==> src/pssd_pkg.sv <==
/*
 * shared constants for the product, shift and store datapath: register
 * offsets, field positions, reset values, opcodes and state codes.
 * assumes a 32-bit classic wishbone slave and a 16-bit data memory.
 */
package pssd_pkg;

    // ========================================================
    // widths
    localparam int DATA_W = 16;
    localparam int PROD_W = 32;
    localparam int OP_W   = 4;

    // ========================================================
    // register byte offsets
    localparam logic [7:0] ADR_OPND_ADDR = 8'h00;
    localparam logic [7:0] ADR_OPND_IMM  = 8'h04;
    localparam logic [7:0] ADR_EXEC      = 8'h08;
    localparam logic [7:0] ADR_ACC       = 8'h0c;
    localparam logic [7:0] ADR_PROD      = 8'h10;
    localparam logic [7:0] ADR_STATUS    = 8'h14;

    // ========================================================
    // field positions
    localparam int EXEC_OP_LSB   = 0;
    localparam int STAT_HOLD_BIT  = 0;
    localparam int STAT_OVF_BIT   = 1;
    localparam int STAT_SHIFT_LSB = 2;
    localparam int STAT_BUSY_BIT = 4;
    localparam int MMR_IDX_W     = 7;
    localparam int MMR_CLR_W     = 9;

    // ========================================================
    // reset values
    localparam logic        HOLD_RST  = 1'b0;
    localparam logic        OVF_RST   = 1'b0;
    localparam logic [1:0]  SHIFT_RST = 2'h0;
    localparam logic [31:0] WORD_RST = 32'h0;
    localparam logic [15:0] HALF_RST = 16'h0;

    // ========================================================
    // saturation limits and shift distances
    localparam logic [31:0] SAT_POS = 32'h7fffffff;
    localparam logic [31:0] SAT_NEG = 32'h80000000;
    localparam int SHL_SMALL = 1;
    localparam int SHL_BIG   = 4;
    localparam int SHR_AMT   = 6;

    typedef enum logic [1:0] {
        SHIFT_NONE   = 2'b00,
        SHIFT_LEFT1  = 2'b01,
        SHIFT_LEFT4  = 2'b10,
        SHIFT_RIGHT6 = 2'b11
    } pssd_shift_t;

    typedef enum logic [3:0] {
        OP_NOP       = 4'h0,
        OP_SET_HOLD  = 4'h1,
        OP_SET_OVF   = 4'h2,
        OP_CLR_OVF   = 4'h3,
        OP_SUB_PROD  = 4'h4,
        OP_ST_HIGH   = 4'h5,
        OP_ST_LOW    = 4'h6,
        OP_ST_IMM    = 4'h7,
        OP_SET_SHIFT = 4'h8,
        OP_ST_MAPPED = 4'h9
    } pssd_op_t;

    typedef enum logic [1:0] {
        ST_IDLE  = 2'b00,
        ST_READ  = 2'b01,
        ST_CAPT  = 2'b10,
        ST_WRITE = 2'b11
    } pssd_state_t;

endpackage

==> src/pssd_core_if.sv <==
/*
 * carrier between the datapath and its status bits and product shifter.
 * assumes the datapath drives the commands and the product word.
 */
`timescale 1ns/1ps
`default_nettype none

interface pssd_core_if;
    logic        set_hold;
    logic        set_ovf;
    logic        clr_ovf;
    logic        load_shift;
    logic [1:0]  shift_imm;
    logic        hold_mode_bit;
    logic        overflow_mode_bit;
    logic [1:0]  product_shift_mode;
    logic [31:0] product;
    logic [31:0] product_shifted;

    modport status (
        input  set_hold, set_ovf, clr_ovf, load_shift, shift_imm,
        output hold_mode_bit, overflow_mode_bit, product_shift_mode
    );
    modport shifter (
        input  product, product_shift_mode,
        output product_shifted
    );
endinterface

`default_nettype wire

==> src/pssd_status.sv <==
/*
 * hold mode, overflow mode and product shift mode status bits.
 * assumes at most one command is raised per cycle by the datapath.
 */
`timescale 1ns/1ps
`default_nettype none

module pssd_status
    import pssd_pkg::*;
(
    input  wire logic   clk_i,
    input  wire logic   rst_i,
    pssd_core_if.status st_if
);

    // ========================================================
    // status flops
    always_ff @(posedge clk_i) begin
        if (rst_i) begin
            st_if.hold_mode_bit      <= HOLD_RST;
            st_if.overflow_mode_bit  <= OVF_RST;
            st_if.product_shift_mode <= SHIFT_RST;
        end else begin
            if (st_if.set_hold) begin
                st_if.hold_mode_bit <= 1'b1;
            end
            if (st_if.set_ovf) begin
                st_if.overflow_mode_bit <= 1'b1;
            end else if (st_if.clr_ovf) begin
                st_if.overflow_mode_bit <= 1'b0;
            end
            if (st_if.load_shift) begin
                st_if.product_shift_mode <= st_if.shift_imm;
            end
        end
    end
endmodule

`default_nettype wire

==> src/pssd_shifter.sv <==
/*
 * product output shifter, the four shift mode options.
 * assumes a 32-bit product; purely combinational.
 */
`timescale 1ns/1ps
`default_nettype none

module pssd_shifter
    import pssd_pkg::*;
(
    pssd_core_if.shifter sh_if
);

    // ========================================================
    // shift select; the right shift keeps the sign so small
    // negative products stay negative after scaling
    always_comb begin
        case (pssd_shift_t'(sh_if.product_shift_mode))
            SHIFT_NONE:   sh_if.product_shifted = sh_if.product;
            SHIFT_LEFT1:  sh_if.product_shifted =
                              sh_if.product << SHL_SMALL;
            SHIFT_LEFT4:  sh_if.product_shifted =
                              sh_if.product << SHL_BIG;
            SHIFT_RIGHT6: sh_if.product_shifted =
                              $signed(sh_if.product) >>> SHR_AMT;
            default:      sh_if.product_shifted = sh_if.product;
        endcase
    end

endmodule

`default_nettype wire

==> src/pssd_datapath.sv <==
/*
 * product, shift and store datapath: executes the status, product and
 * store instructions issued through a wishbone register file and writes
 * results to a 16-bit data memory port.
 * assumes the data memory returns read data one cycle after its read
 * strobe and accepts a write in the cycle its write strobe is high.
 */
`timescale 1ns/1ps
`default_nettype none

// Contract
// - the set hold mode instruction forces the hold mode bit to 1.
// - storing a mapped register reads it at the 7 low address bits and writes it to the long immediate address.
// - the mapped register source address has its upper 9 bits cleared whatever page or pointer bits hold.
// - set overflow mode sets the overflow mode bit to 1 and the clear instruction clears it.
// - subtract product takes the shifted product away from the accumulator and keeps the result there.
// - store product high writes the upper half of the shifted product to the addressed location.
// - store product low writes the lower half of the shifted product to the addressed location.
// - store long immediate writes the full 16-bit pattern to memory and leaves the accumulator alone.
// - set product shift mode copies its 2-bit operand into the shift mode field.
// - mode 00 passes the product, 01 shifts it left by one and 10 left by four, zero filled.
// - mode 11 shifts the product right by six with sign extension, losing the low six bits.
module pssd_datapath
    import pssd_pkg::*;
(
    input  wire logic        clk_i,
    input  wire logic        rst_i,
    input  wire logic        wb_cyc_i,
    input  wire logic        wb_stb_i,
    input  wire logic        wb_we_i,
    input  wire logic [7:0]  wb_adr_i,
    input  wire logic [31:0] wb_dat_i,
    input  wire logic [3:0]  wb_sel_i,
    output logic      [31:0] wb_dat_o,
    output logic             wb_ack_o,
    output logic      [15:0] dmem_addr_o,
    output logic      [15:0] dmem_wdata_o,
    output logic             dmem_we_o,
    output logic             dmem_re_o,
    input  wire logic [15:0] dmem_rdata_i,
    output logic             hold_mode_o,
    output logic             overflow_mode_o,
    output logic      [1:0]  product_shift_mode_o
);

    // ========================================================
    // declarations
    logic        ack_reg;
    logic [31:0] rdat_reg;
    logic [31:0] wmask;
    logic [15:0] opnd_addr_reg;
    logic [15:0] opnd_imm_reg;
    logic [31:0] acc_reg;
    logic [31:0] prod_reg;
    logic [3:0]  op_reg;
    logic [15:0] mem_addr_reg;
    logic [15:0] mem_data_reg;
    logic [31:0] status_word;
    logic [31:0] sub_res;
    logic [15:0] store_data;
    pssd_state_t state_reg;
    pssd_state_t state_next;

    pssd_core_if core_if ();

    // ========================================================
    // wishbone decode
    wire bus_req  = wb_cyc_i & wb_stb_i;
    // a write lands at the edge where ack is seen high
    wire wr_take  = bus_req & wb_we_i & ack_reg;
    wire sel_addr = (wb_adr_i == ADR_OPND_ADDR);
    wire sel_imm  = (wb_adr_i == ADR_OPND_IMM);
    wire sel_exec = (wb_adr_i == ADR_EXEC);
    wire sel_acc  = (wb_adr_i == ADR_ACC);
    wire sel_prod = (wb_adr_i == ADR_PROD);
    wire sel_stat = (wb_adr_i == ADR_STATUS);
    wire busy     = (state_reg != ST_IDLE);

    // byte lane masks from the select lines
    genvar g;
    generate
        for (g = 0; g < 4; g++) begin : g_lane
            assign wmask[g*8 +: 8] = {8{wb_sel_i[g]}};
        end
    endgenerate

    // ========================================================
    // instruction decode; a new instruction while a store is
    // still in flight is dropped, software polls the busy bit
    wire      exec_go = wr_take & sel_exec & wb_sel_i[0] & ~busy;
    pssd_op_t exec_op;
    assign exec_op = pssd_op_t'(wb_dat_i[EXEC_OP_LSB +: OP_W]);

    wire go_hold      = exec_go & (exec_op == OP_SET_HOLD);
    wire go_set_ovf   = exec_go & (exec_op == OP_SET_OVF);
    wire go_clr_ovf   = exec_go & (exec_op == OP_CLR_OVF);
    wire go_sub       = exec_go & (exec_op == OP_SUB_PROD);
    wire go_st_high   = exec_go & (exec_op == OP_ST_HIGH);
    wire go_st_low    = exec_go & (exec_op == OP_ST_LOW);
    wire go_st_imm    = exec_go & (exec_op == OP_ST_IMM);
    wire go_set_shift = exec_go & (exec_op == OP_SET_SHIFT);
    wire go_st_mapped = exec_go & (exec_op == OP_ST_MAPPED);
    wire go_store     = go_st_high | go_st_low | go_st_imm;

    // operands are frozen while a store runs so the target holds
    wire opnd_wr = wr_take & ~busy;

    // ========================================================
    // status bits and product shifter
    assign core_if.set_hold   = go_hold;
    assign core_if.set_ovf    = go_set_ovf;
    assign core_if.clr_ovf    = go_clr_ovf;
    assign core_if.load_shift = go_set_shift;
    // the shift mode operand always comes from the immediate register
    assign core_if.shift_imm  = opnd_imm_reg[1:0];
    assign core_if.product  = prod_reg;

    pssd_status u_status (
        .clk_i (clk_i),
        .rst_i (rst_i),
        .st_if (core_if.status)
    );

    pssd_shifter u_shifter (
        .sh_if (core_if.shifter)
    );

    wire [31:0] shifted = core_if.product_shifted;
    wire        sat_en  = core_if.overflow_mode_bit;

    // ========================================================
    // subtract product; saturates only in overflow mode
    wire [32:0] diff = {acc_reg[31], acc_reg} - {shifted[31], shifted};
    wire        ovf  = diff[32] ^ diff[31];
    assign sub_res = (sat_en & ovf) ? (diff[32] ? SAT_NEG : SAT_POS)
                                    : diff[31:0];

    // ========================================================
    // store data select, high or low half of the shifted product, or the immediate register
    assign store_data = go_st_high ? shifted[31:16] :
                        go_st_low  ? shifted[15:0]  :
                                  opnd_imm_reg;

    // mapped register source: upper address bits forced to zero
    wire [15:0] mmr_src = {{MMR_CLR_W{1'b0}},
                           opnd_addr_reg[MMR_IDX_W-1:0]};

    // ========================================================
    // store sequencer
    always_comb begin
        state_next = state_reg;
        case (state_reg)
            ST_IDLE: begin
                if (go_st_mapped) begin
                    state_next = ST_READ;
                end else if (go_store) begin
                    state_next = ST_WRITE;
                end
            end
            ST_READ:  state_next = ST_CAPT;
            ST_CAPT:  state_next = ST_WRITE;
            ST_WRITE: state_next = ST_IDLE;
            default:  state_next = ST_IDLE;
        endcase
    end

    always_ff @(posedge clk_i) begin
        if (rst_i) begin
            state_reg <= ST_IDLE;
        end else begin
            state_reg <= state_next;
        end
    end

    // memory address and data flops
    always_ff @(posedge clk_i) begin
        if (rst_i) begin
            mem_addr_reg <= HALF_RST;
            mem_data_reg <= HALF_RST;
        end else if (go_st_mapped) begin
            mem_addr_reg <= mmr_src;
        end else if (go_store) begin
            mem_addr_reg <= opnd_addr_reg;
            mem_data_reg <= store_data;
        end else if (state_reg == ST_CAPT) begin
            mem_addr_reg <= opnd_imm_reg;
            mem_data_reg <= dmem_rdata_i;
        end
    end

    assign dmem_re_o    = (state_reg == ST_READ);
    assign dmem_we_o    = (state_reg == ST_WRITE);
    assign dmem_addr_o  = mem_addr_reg;
    assign dmem_wdata_o = mem_data_reg;

    // ========================================================
    // operand registers
    always_ff @(posedge clk_i) begin
        if (rst_i) begin
            opnd_addr_reg <= HALF_RST;
            opnd_imm_reg  <= HALF_RST;
        end else if (opnd_wr & sel_addr) begin
            opnd_addr_reg <= (opnd_addr_reg & ~wmask[15:0])
                           | (wb_dat_i[15:0] & wmask[15:0]);
        end else if (opnd_wr & sel_imm) begin
            opnd_imm_reg <= (opnd_imm_reg & ~wmask[15:0])
                          | (wb_dat_i[15:0] & wmask[15:0]);
        end
    end

    // accumulator: the long immediate store never touches it
    always_ff @(posedge clk_i) begin
        if (rst_i) begin
            acc_reg <= WORD_RST;
        end else if (go_sub) begin
            acc_reg <= sub_res;
        end else if (wr_take & sel_acc) begin
            acc_reg <= (acc_reg & ~wmask) | (wb_dat_i & wmask);
        end
    end

    // product register, loaded by software in this slice
    always_ff @(posedge clk_i) begin
        if (rst_i) begin
            prod_reg <= WORD_RST;
        end else if (wr_take & sel_prod) begin
            prod_reg <= (prod_reg & ~wmask) | (wb_dat_i & wmask);
        end
    end

    // last accepted opcode, for readback
    always_ff @(posedge clk_i) begin
        if (rst_i) begin
            op_reg <= OP_NOP;
        end else if (exec_go) begin
            op_reg <= exec_op;
        end
    end

    // ========================================================
    // readback
    always_comb begin
        status_word = WORD_RST;
        status_word[STAT_HOLD_BIT]       = core_if.hold_mode_bit;
        status_word[STAT_OVF_BIT]        = sat_en;
        status_word[STAT_SHIFT_LSB +: 2] = core_if.product_shift_mode;
        status_word[STAT_BUSY_BIT]       = busy;
    end

    wire [31:0] rd_mux =
        sel_addr ? {16'h0, opnd_addr_reg} :
        sel_imm  ? {16'h0, opnd_imm_reg}  :
        sel_exec ? {28'h0, op_reg}        :
        sel_acc  ? acc_reg                :
        sel_prod ? prod_reg               :
        sel_stat ? status_word            :
                   WORD_RST;

    // ack one cycle after the request, dropped the cycle after
    always_ff @(posedge clk_i) begin
        if (rst_i) begin
            ack_reg  <= 1'b0;
            rdat_reg <= WORD_RST;
        end else begin
            ack_reg <= bus_req & ~ack_reg;
            if (bus_req & ~ack_reg) begin
                rdat_reg <= rd_mux;
            end
        end
    end

    assign wb_ack_o             = ack_reg;
    assign wb_dat_o             = rdat_reg;
    assign hold_mode_o          = core_if.hold_mode_bit;
    assign overflow_mode_o      = sat_en;
    assign product_shift_mode_o = core_if.product_shift_mode;
endmodule

`default_nettype wire

==> config.mk <==
export PLATFORM = sky130hd
export DESIGN_NAME = pssd_datapath
export DESIGN_NICKNAME = d
export VERILOG_FILES = /design/src/pssd_pkg.sv /design/src/pssd_core_if.sv /design/src/pssd_status.sv /design/src/pssd_shifter.sv /design/src/pssd_datapath.sv
export SDC_FILE = /design/constraint.sdc
export NUM_CORES = 1
export LEC_CHECK = 0
export ABC_CLOCK_PERIOD_IN_PS = 9700
export BUFFER_PORTS_ARGS = -buffer_cell sky130_fd_sc_hd__buf_2
export CAP_MARGIN = 20
export CORE_MARGIN = 3
export CORE_UTILIZATION = 40
export CTS_CLUSTER_DIAMETER = 40
export DETAILED_ROUTE_END_ITERATION = 8
export MAX_ROUTING_LAYER = met4
export PLACE_DENSITY = 0.67
export REMOVE_ABC_BUFFERS = 1
export SKIP_CTS_REPAIR_TIMING = 1
export SYNTH_ARGS = -nofsm -noshare
export SYNTH_HDL_FRONTEND = slang
export SYNTH_HIERARCHICAL = 1
export SYNTH_SLANG_ARGS = --single-unit
==> constraint.sdc <==
create_clock -name clk_i -period 9.7 [get_ports clk_i]
set_clock_uncertainty 0.1 [all_clocks]
set_input_delay 0 -clock clk_i [delete_from_list [all_inputs] [get_ports clk_i]]
set_output_delay 0 -clock clk_i [all_outputs]
set_load 0.1 [all_outputs]
Word level (Yosys, flattened, before mapping)
Index checks and enable logic that the tools add are counted.
- add/subtract/negate cells: 1
- equality and inequality tests: 21
- multiplexer cells: 23
- bitwise operators: 41
- reduce and logical (&&, ||, !) cells: 11
- operator list (kind ; number):
    $mux 32 ; 9
    $pmux 32 s4 ; 1
    $and 32x32->32 ; 3
    $mux 16 ; 6
    $or 32x32->32 ; 2
    $and 16x16->16 ; 3
    $sub 32x32->33 ; 1
    $not 32->32 ; 1
    $or 16x16->16 ; 2
    $and 1x1->1 ; 22
    $eq 4x3->1 const B ; 4
    $eq 8x4->1 const B ; 2
    $eq 8x5->1 const B ; 2
    $not 16->16 ; 1
    $eq 2x2->1 const B ; 4
    $eq 4x2->1 const B ; 2
    $eq 4x4->1 const B ; 2
    $eq 8x3->1 const B ; 1
    $logic_not 8->1 ; 1
    $pmux 2 s4 ; 1
    $reduce_bool 2->1 ; 4
    $mux 7 ; 1
    $mux 5 ; 1
    $eq 2x1->1 const B ; 2
    other kinds (11) ; 19
- register bits: 171
- bits of input ports: 65
- output and inout port bits: 71
- logic and storage cells: 111

Longest topological paths before layout
- depth in word-level cells: 12
- depth in mapped cells: 18
- gate-level depth less buffers: 14

By module
The synthesis kept the hierarchy.
- modules (own cells, without submodules) (module ; instances ; cells each ; area each (µm²) ; seq. area each (µm²)):
    pssd_datapath ; 1 ; 1164 ; 9539.1 ; 3343.2
    pssd_shifter ; 1 ; 50 ; 825.8 ; 0.0
    pssd_status ; 1 ; 13 ; 130.1 ; 80.1

Least setup slack after synthesis
No wires, ideal clock.
- path type: register -> register
- start: register u_status.st_if.product_shift_mode[1]
- end: register (tool-made name)
- data arrival time: 4.431 ns
- required time: 9.505 ns
- setup slack: 5.074 ns
- stages on the path, launching flop included: 19
- path buffers: 4
- period minus slack after synthesis: 4.626 ns
- cell sequence: dfxtp_1 buf_4 buf_6 buf_4 nand3_1 o21ai_0 ha_1 inv_1 fa_1 a211oi_1 o211ai_1 a221oi_1 o41a_1 a211o_1 a21oi_1 o21ai_1 clkbuf_1 nand2_1 a221oi_1
- RTL lines (item ; line ; RTL):
    from (decl) ; pssd_core_if.sv:22 ; output hold_mode_bit, overflow_mode_bit, product_shift_mode
    from (signal assigned) ; pssd_status.sv:33 ; st_if.product_shift_mode <= st_if.shift_imm;

==> flow_metrics.tcl <==
set metrics [dict create \
    rr_worst_depth 15 \
    wl_per_cell_microns 20.0 \
    rows 58 \
    grt_start_max_net_pins 69 \
    worstSetupPathType "flip-flop to flip-flop" \
    worst_slew_pin_slew_ns 1.09 \
    grt_usage 0.236 \
    grt.overflow.total 0 \
    drc_errors 0 \
    fin_util 0.486 \
    startpoint_type "flip-flop" \
    antenna_found_initial 0 \
    vias_per_cell 5.95 \
    cts.clk_slew.worst_paths_ns 0.07 \
    maxSlewHeadroom 0.272 \
    design_area_sq_mm 0.0124 \
    worst_hold_slack_ns -0.00132 \
    cp.depth 15 \
    finalSetupViolCount 0 \
    fin_setup_tns_ns 0 \
    switching_share 0.342 \
    synth_area_sq_mm 0.0105 \
    dp_hpwl_microns 24300 \
    drive_above_1_share 0.155 \
    numCtsBuffers 17 \
    die_height_microns 168 \
    worstPathArrival_ns 5.51 \
    seqPwrFrac 0.416 \
    p_leak_nw 4.76 \
    dp.cells 1605 \
    synth-warning-count 6 \
    vdd.ir_drop.worst_mv 0.192 \
    area_growth_pct 18.0 \
    cpMostUsedCell "a221oi_1" \
    hp-start "wb_adr_i[6]" \
    period_needed_ns 5.28 \
    finalHoldViolCount 1 \
    synth_edf_count 0 \
    p_int_mw 1.17 \
    nNetsFinal 1457 \
    finalNonFillerCells 1697 \
    drt_iter0_markers 1212 \
    syn_area_per_cell_sq_um 8.55 \
    p_comb_frac 0.213 \
    worst-path-max-fanout 40 \
    rsz0062_at_grt "false" \
    seq_area_frac_synth 0.326 \
    p_sw_mw 0.607 \
    clockRootBuffer "clkbuf_16" \
    io_pins 136 \
    finalPower_mw 1.78 \
    insertion_delay_ns 0.44 \
    hp-class "primary input to flip-flop" \
    maxCapViolCount 0 \
    p_clk_frac 0.370 \
    critPathSlowestCell "dfxtp_2" \
    max_stage_delay_ns 1.01 \
    clock_sinks 171 \
    port_buffers 135 \
    place_ws_ns 4.53 \
    start_util 0.412 \
    finalWirelength_microns 33900 \
    status "complete, but fails checks" \
    crit_chain "nand3_1 > o21ai_0 > ha_1 > inv_1 > fa_1 > a211oi_1 > o211ai_1 > a221oi_1 > o41a_1 > a211o_1 > a21oi_1 > o21ai_2 > buf_4 > nand2_1 > a221oi_1" \
    reg2reg_setup_slack_ns 4.42 \
    place_congestion 0.974 \
    fill_cells 2382 \
    clockBufferDepth 2 \
    worstPathRequired_ns 9.93 \
    die_w_microns 168 \
    critPathBufInv 2 \
    firstDrtPassIters 8 \
    finalMaxSlewViolations 0 \
    netlist_instances 1227 \
    placed_area_sq_mm 0.0112 \
    grt_pass1_wl_microns 52100 \
    violations "negative hold slack" \
    p_per_area_mw_per_mm2 143 \
    finalWorstSetupSlack_ns 4.42 \
    cts-htree-levels 4 \
    cpLargestDelayFamily "compound AO/OA/AOI/OAI gates" \
    r2r_start "u_status/st_if.product_shift_mode[0]" \
    max_freq_ghz 0.189 \
    synth_ff_type "dfxtp_1" \
    die_area_sq_mm 0.0282 \
    core_area_sq_mm 0.0255 \
    synth.distinct_cells 70 \
    ant_nets 0 \
    synthArstFlopShare 0 \
    crit_path_start "u_status/st_if.product_shift_mode[0]" \
    antenna_cells 0 \
    via_count 10100 \
    period_share 0.544 \
    cp-end-kind "flip-flop" \
    ys_ff_latch 171 \
    cts_tree "done" \
    grt_pass1_vias 9173 \
]
[power groups by stage]
stage	registers [mW]	clock network [mW]	logic [mW]
2_1_floorplan	0.906	0	0.122
3_3_place_gp	0.755	0	0.357
3_5_place_dp	0.755	0	0.360
4_1_cts	0.740	0.666	0.360
5_1_grt	0.743	0.695	0.398
6_report	0.740	0.658	0.378
[worst min path at each step]
| stage | endpoint | slack [ns] | cells after the start |
|---|---|---|---|
| after detailed placement | flip-flop | 0.17 | 3 |
| after global routing | op_reg[2] | 0.02 | 5 |
| after CTS | flip-flop | -0.30 | 3 |
| final | op_reg[2] | -0.001 | 5 |
| after global placement | flip-flop | 0.16 | 3 |
| after floorplan | flip-flop | -0.03 | 1 |
[final cells by class]
class / count / area [sq um] / share of cell area
multi-input cells: 913 / 6450 / 0.521
clock buffers: 22 / 474 / 0.0383
repair buffers: 205 / 1370 / 0.110
inverters: 46 / 173 / 0.0139
clock inverters: 10 / 83.8 / 0.00677
well taps: 330 / 413 / 0.0333
flip-flops and latches: 171 / 3420 / 0.276
[Yosys cell counts (all sizes together), types with 2 or more instances]
library cell	instances	area, sq um
a221oi	40	350
nand3b	4	30.0
a221o	11	110
inv	46	173
a21o	20	150
mux4	27	638
ha	37	463
or3	8	50.1
a22oi	20	150
a311oi	5	43.8
o21bai	5	37.5
o2111ai	3	26.3
nand3	23	128
nand4	10	62.6
xnor2	13	114
xor2	13	114
o21ai	35	175
or2	4	25.0
nor2	200	751
o211ai	5	37.5
and4	2	17.5
nor4	4	46.3
a21oi	101	505
nor3	23	115
clkbuf	67	253
mux2	2	22.5
nand2	64	243
dfxtp	171	3420
o21a	4	30.0
and3	14	87.6
mux2i	107	1070
nor2b	7	43.8
nor4b	2	17.5
o41ai	2	17.5
o211a	2	20.0
buf	30	210
a211o	3	26.3
a31oi	3	18.8
and2	8	52.6
nand2b	9	56.3
a211oi	57	428
[layer usage]
metal,up-vias,global-route usage,wire length [microns],share of wire
met1,4837,0.324,15200,0.45
met5,-,-,0,0
met2,427,0.358,15400,0.45
met3,61,0.0399,2410,0.071
li1,4772,-,-,-
met4,0,0.0726,936,0.028
[worst register-to-register path, delay by kind of cell, from the launching register on]
family	cells	cell delay, ns
AO/OA/AOI/OAI	9	2.79
buffers and inverters	2	0.39
adder cells (fa/ha/maj)	2	0.66
AND/OR/NAND/NOR	2	0.23
flip-flops	1	1.01
[cell families after synthesis]
kind of cell    count (synthesis)  share of synthesized area
compound gates                327                      0.212
buf+inv                       143                     0.0606
xor+xnor                       26                     0.0217
flops                         171                      0.326
mux                           136                      0.165
simple gates                  386                      0.168
fa+ha+maj                      38                     0.0460
[cells in the final DEF (no fill, tap or decap), drive strengths merged, types with 7 or more instances in the layout]
cell type and n:
ha 37, dlygate4sd3 58, xnor2 13, nand2 64
and2 8, nand4 10, or3 8, nor3 23
nand3 23, a21o 20, nor2 200, mux2i 107
nor2b 7, and3 14, xor2 13, a22oi 20
a21oi 101, a211oi 57, a221oi 40, dfxtp 171
clkbuf 22, o21ai 35, nand2b 9, a221o 11
mux4 27, inv 48, buf 147
No activity file was read; power rests on OpenSTA's default activity.
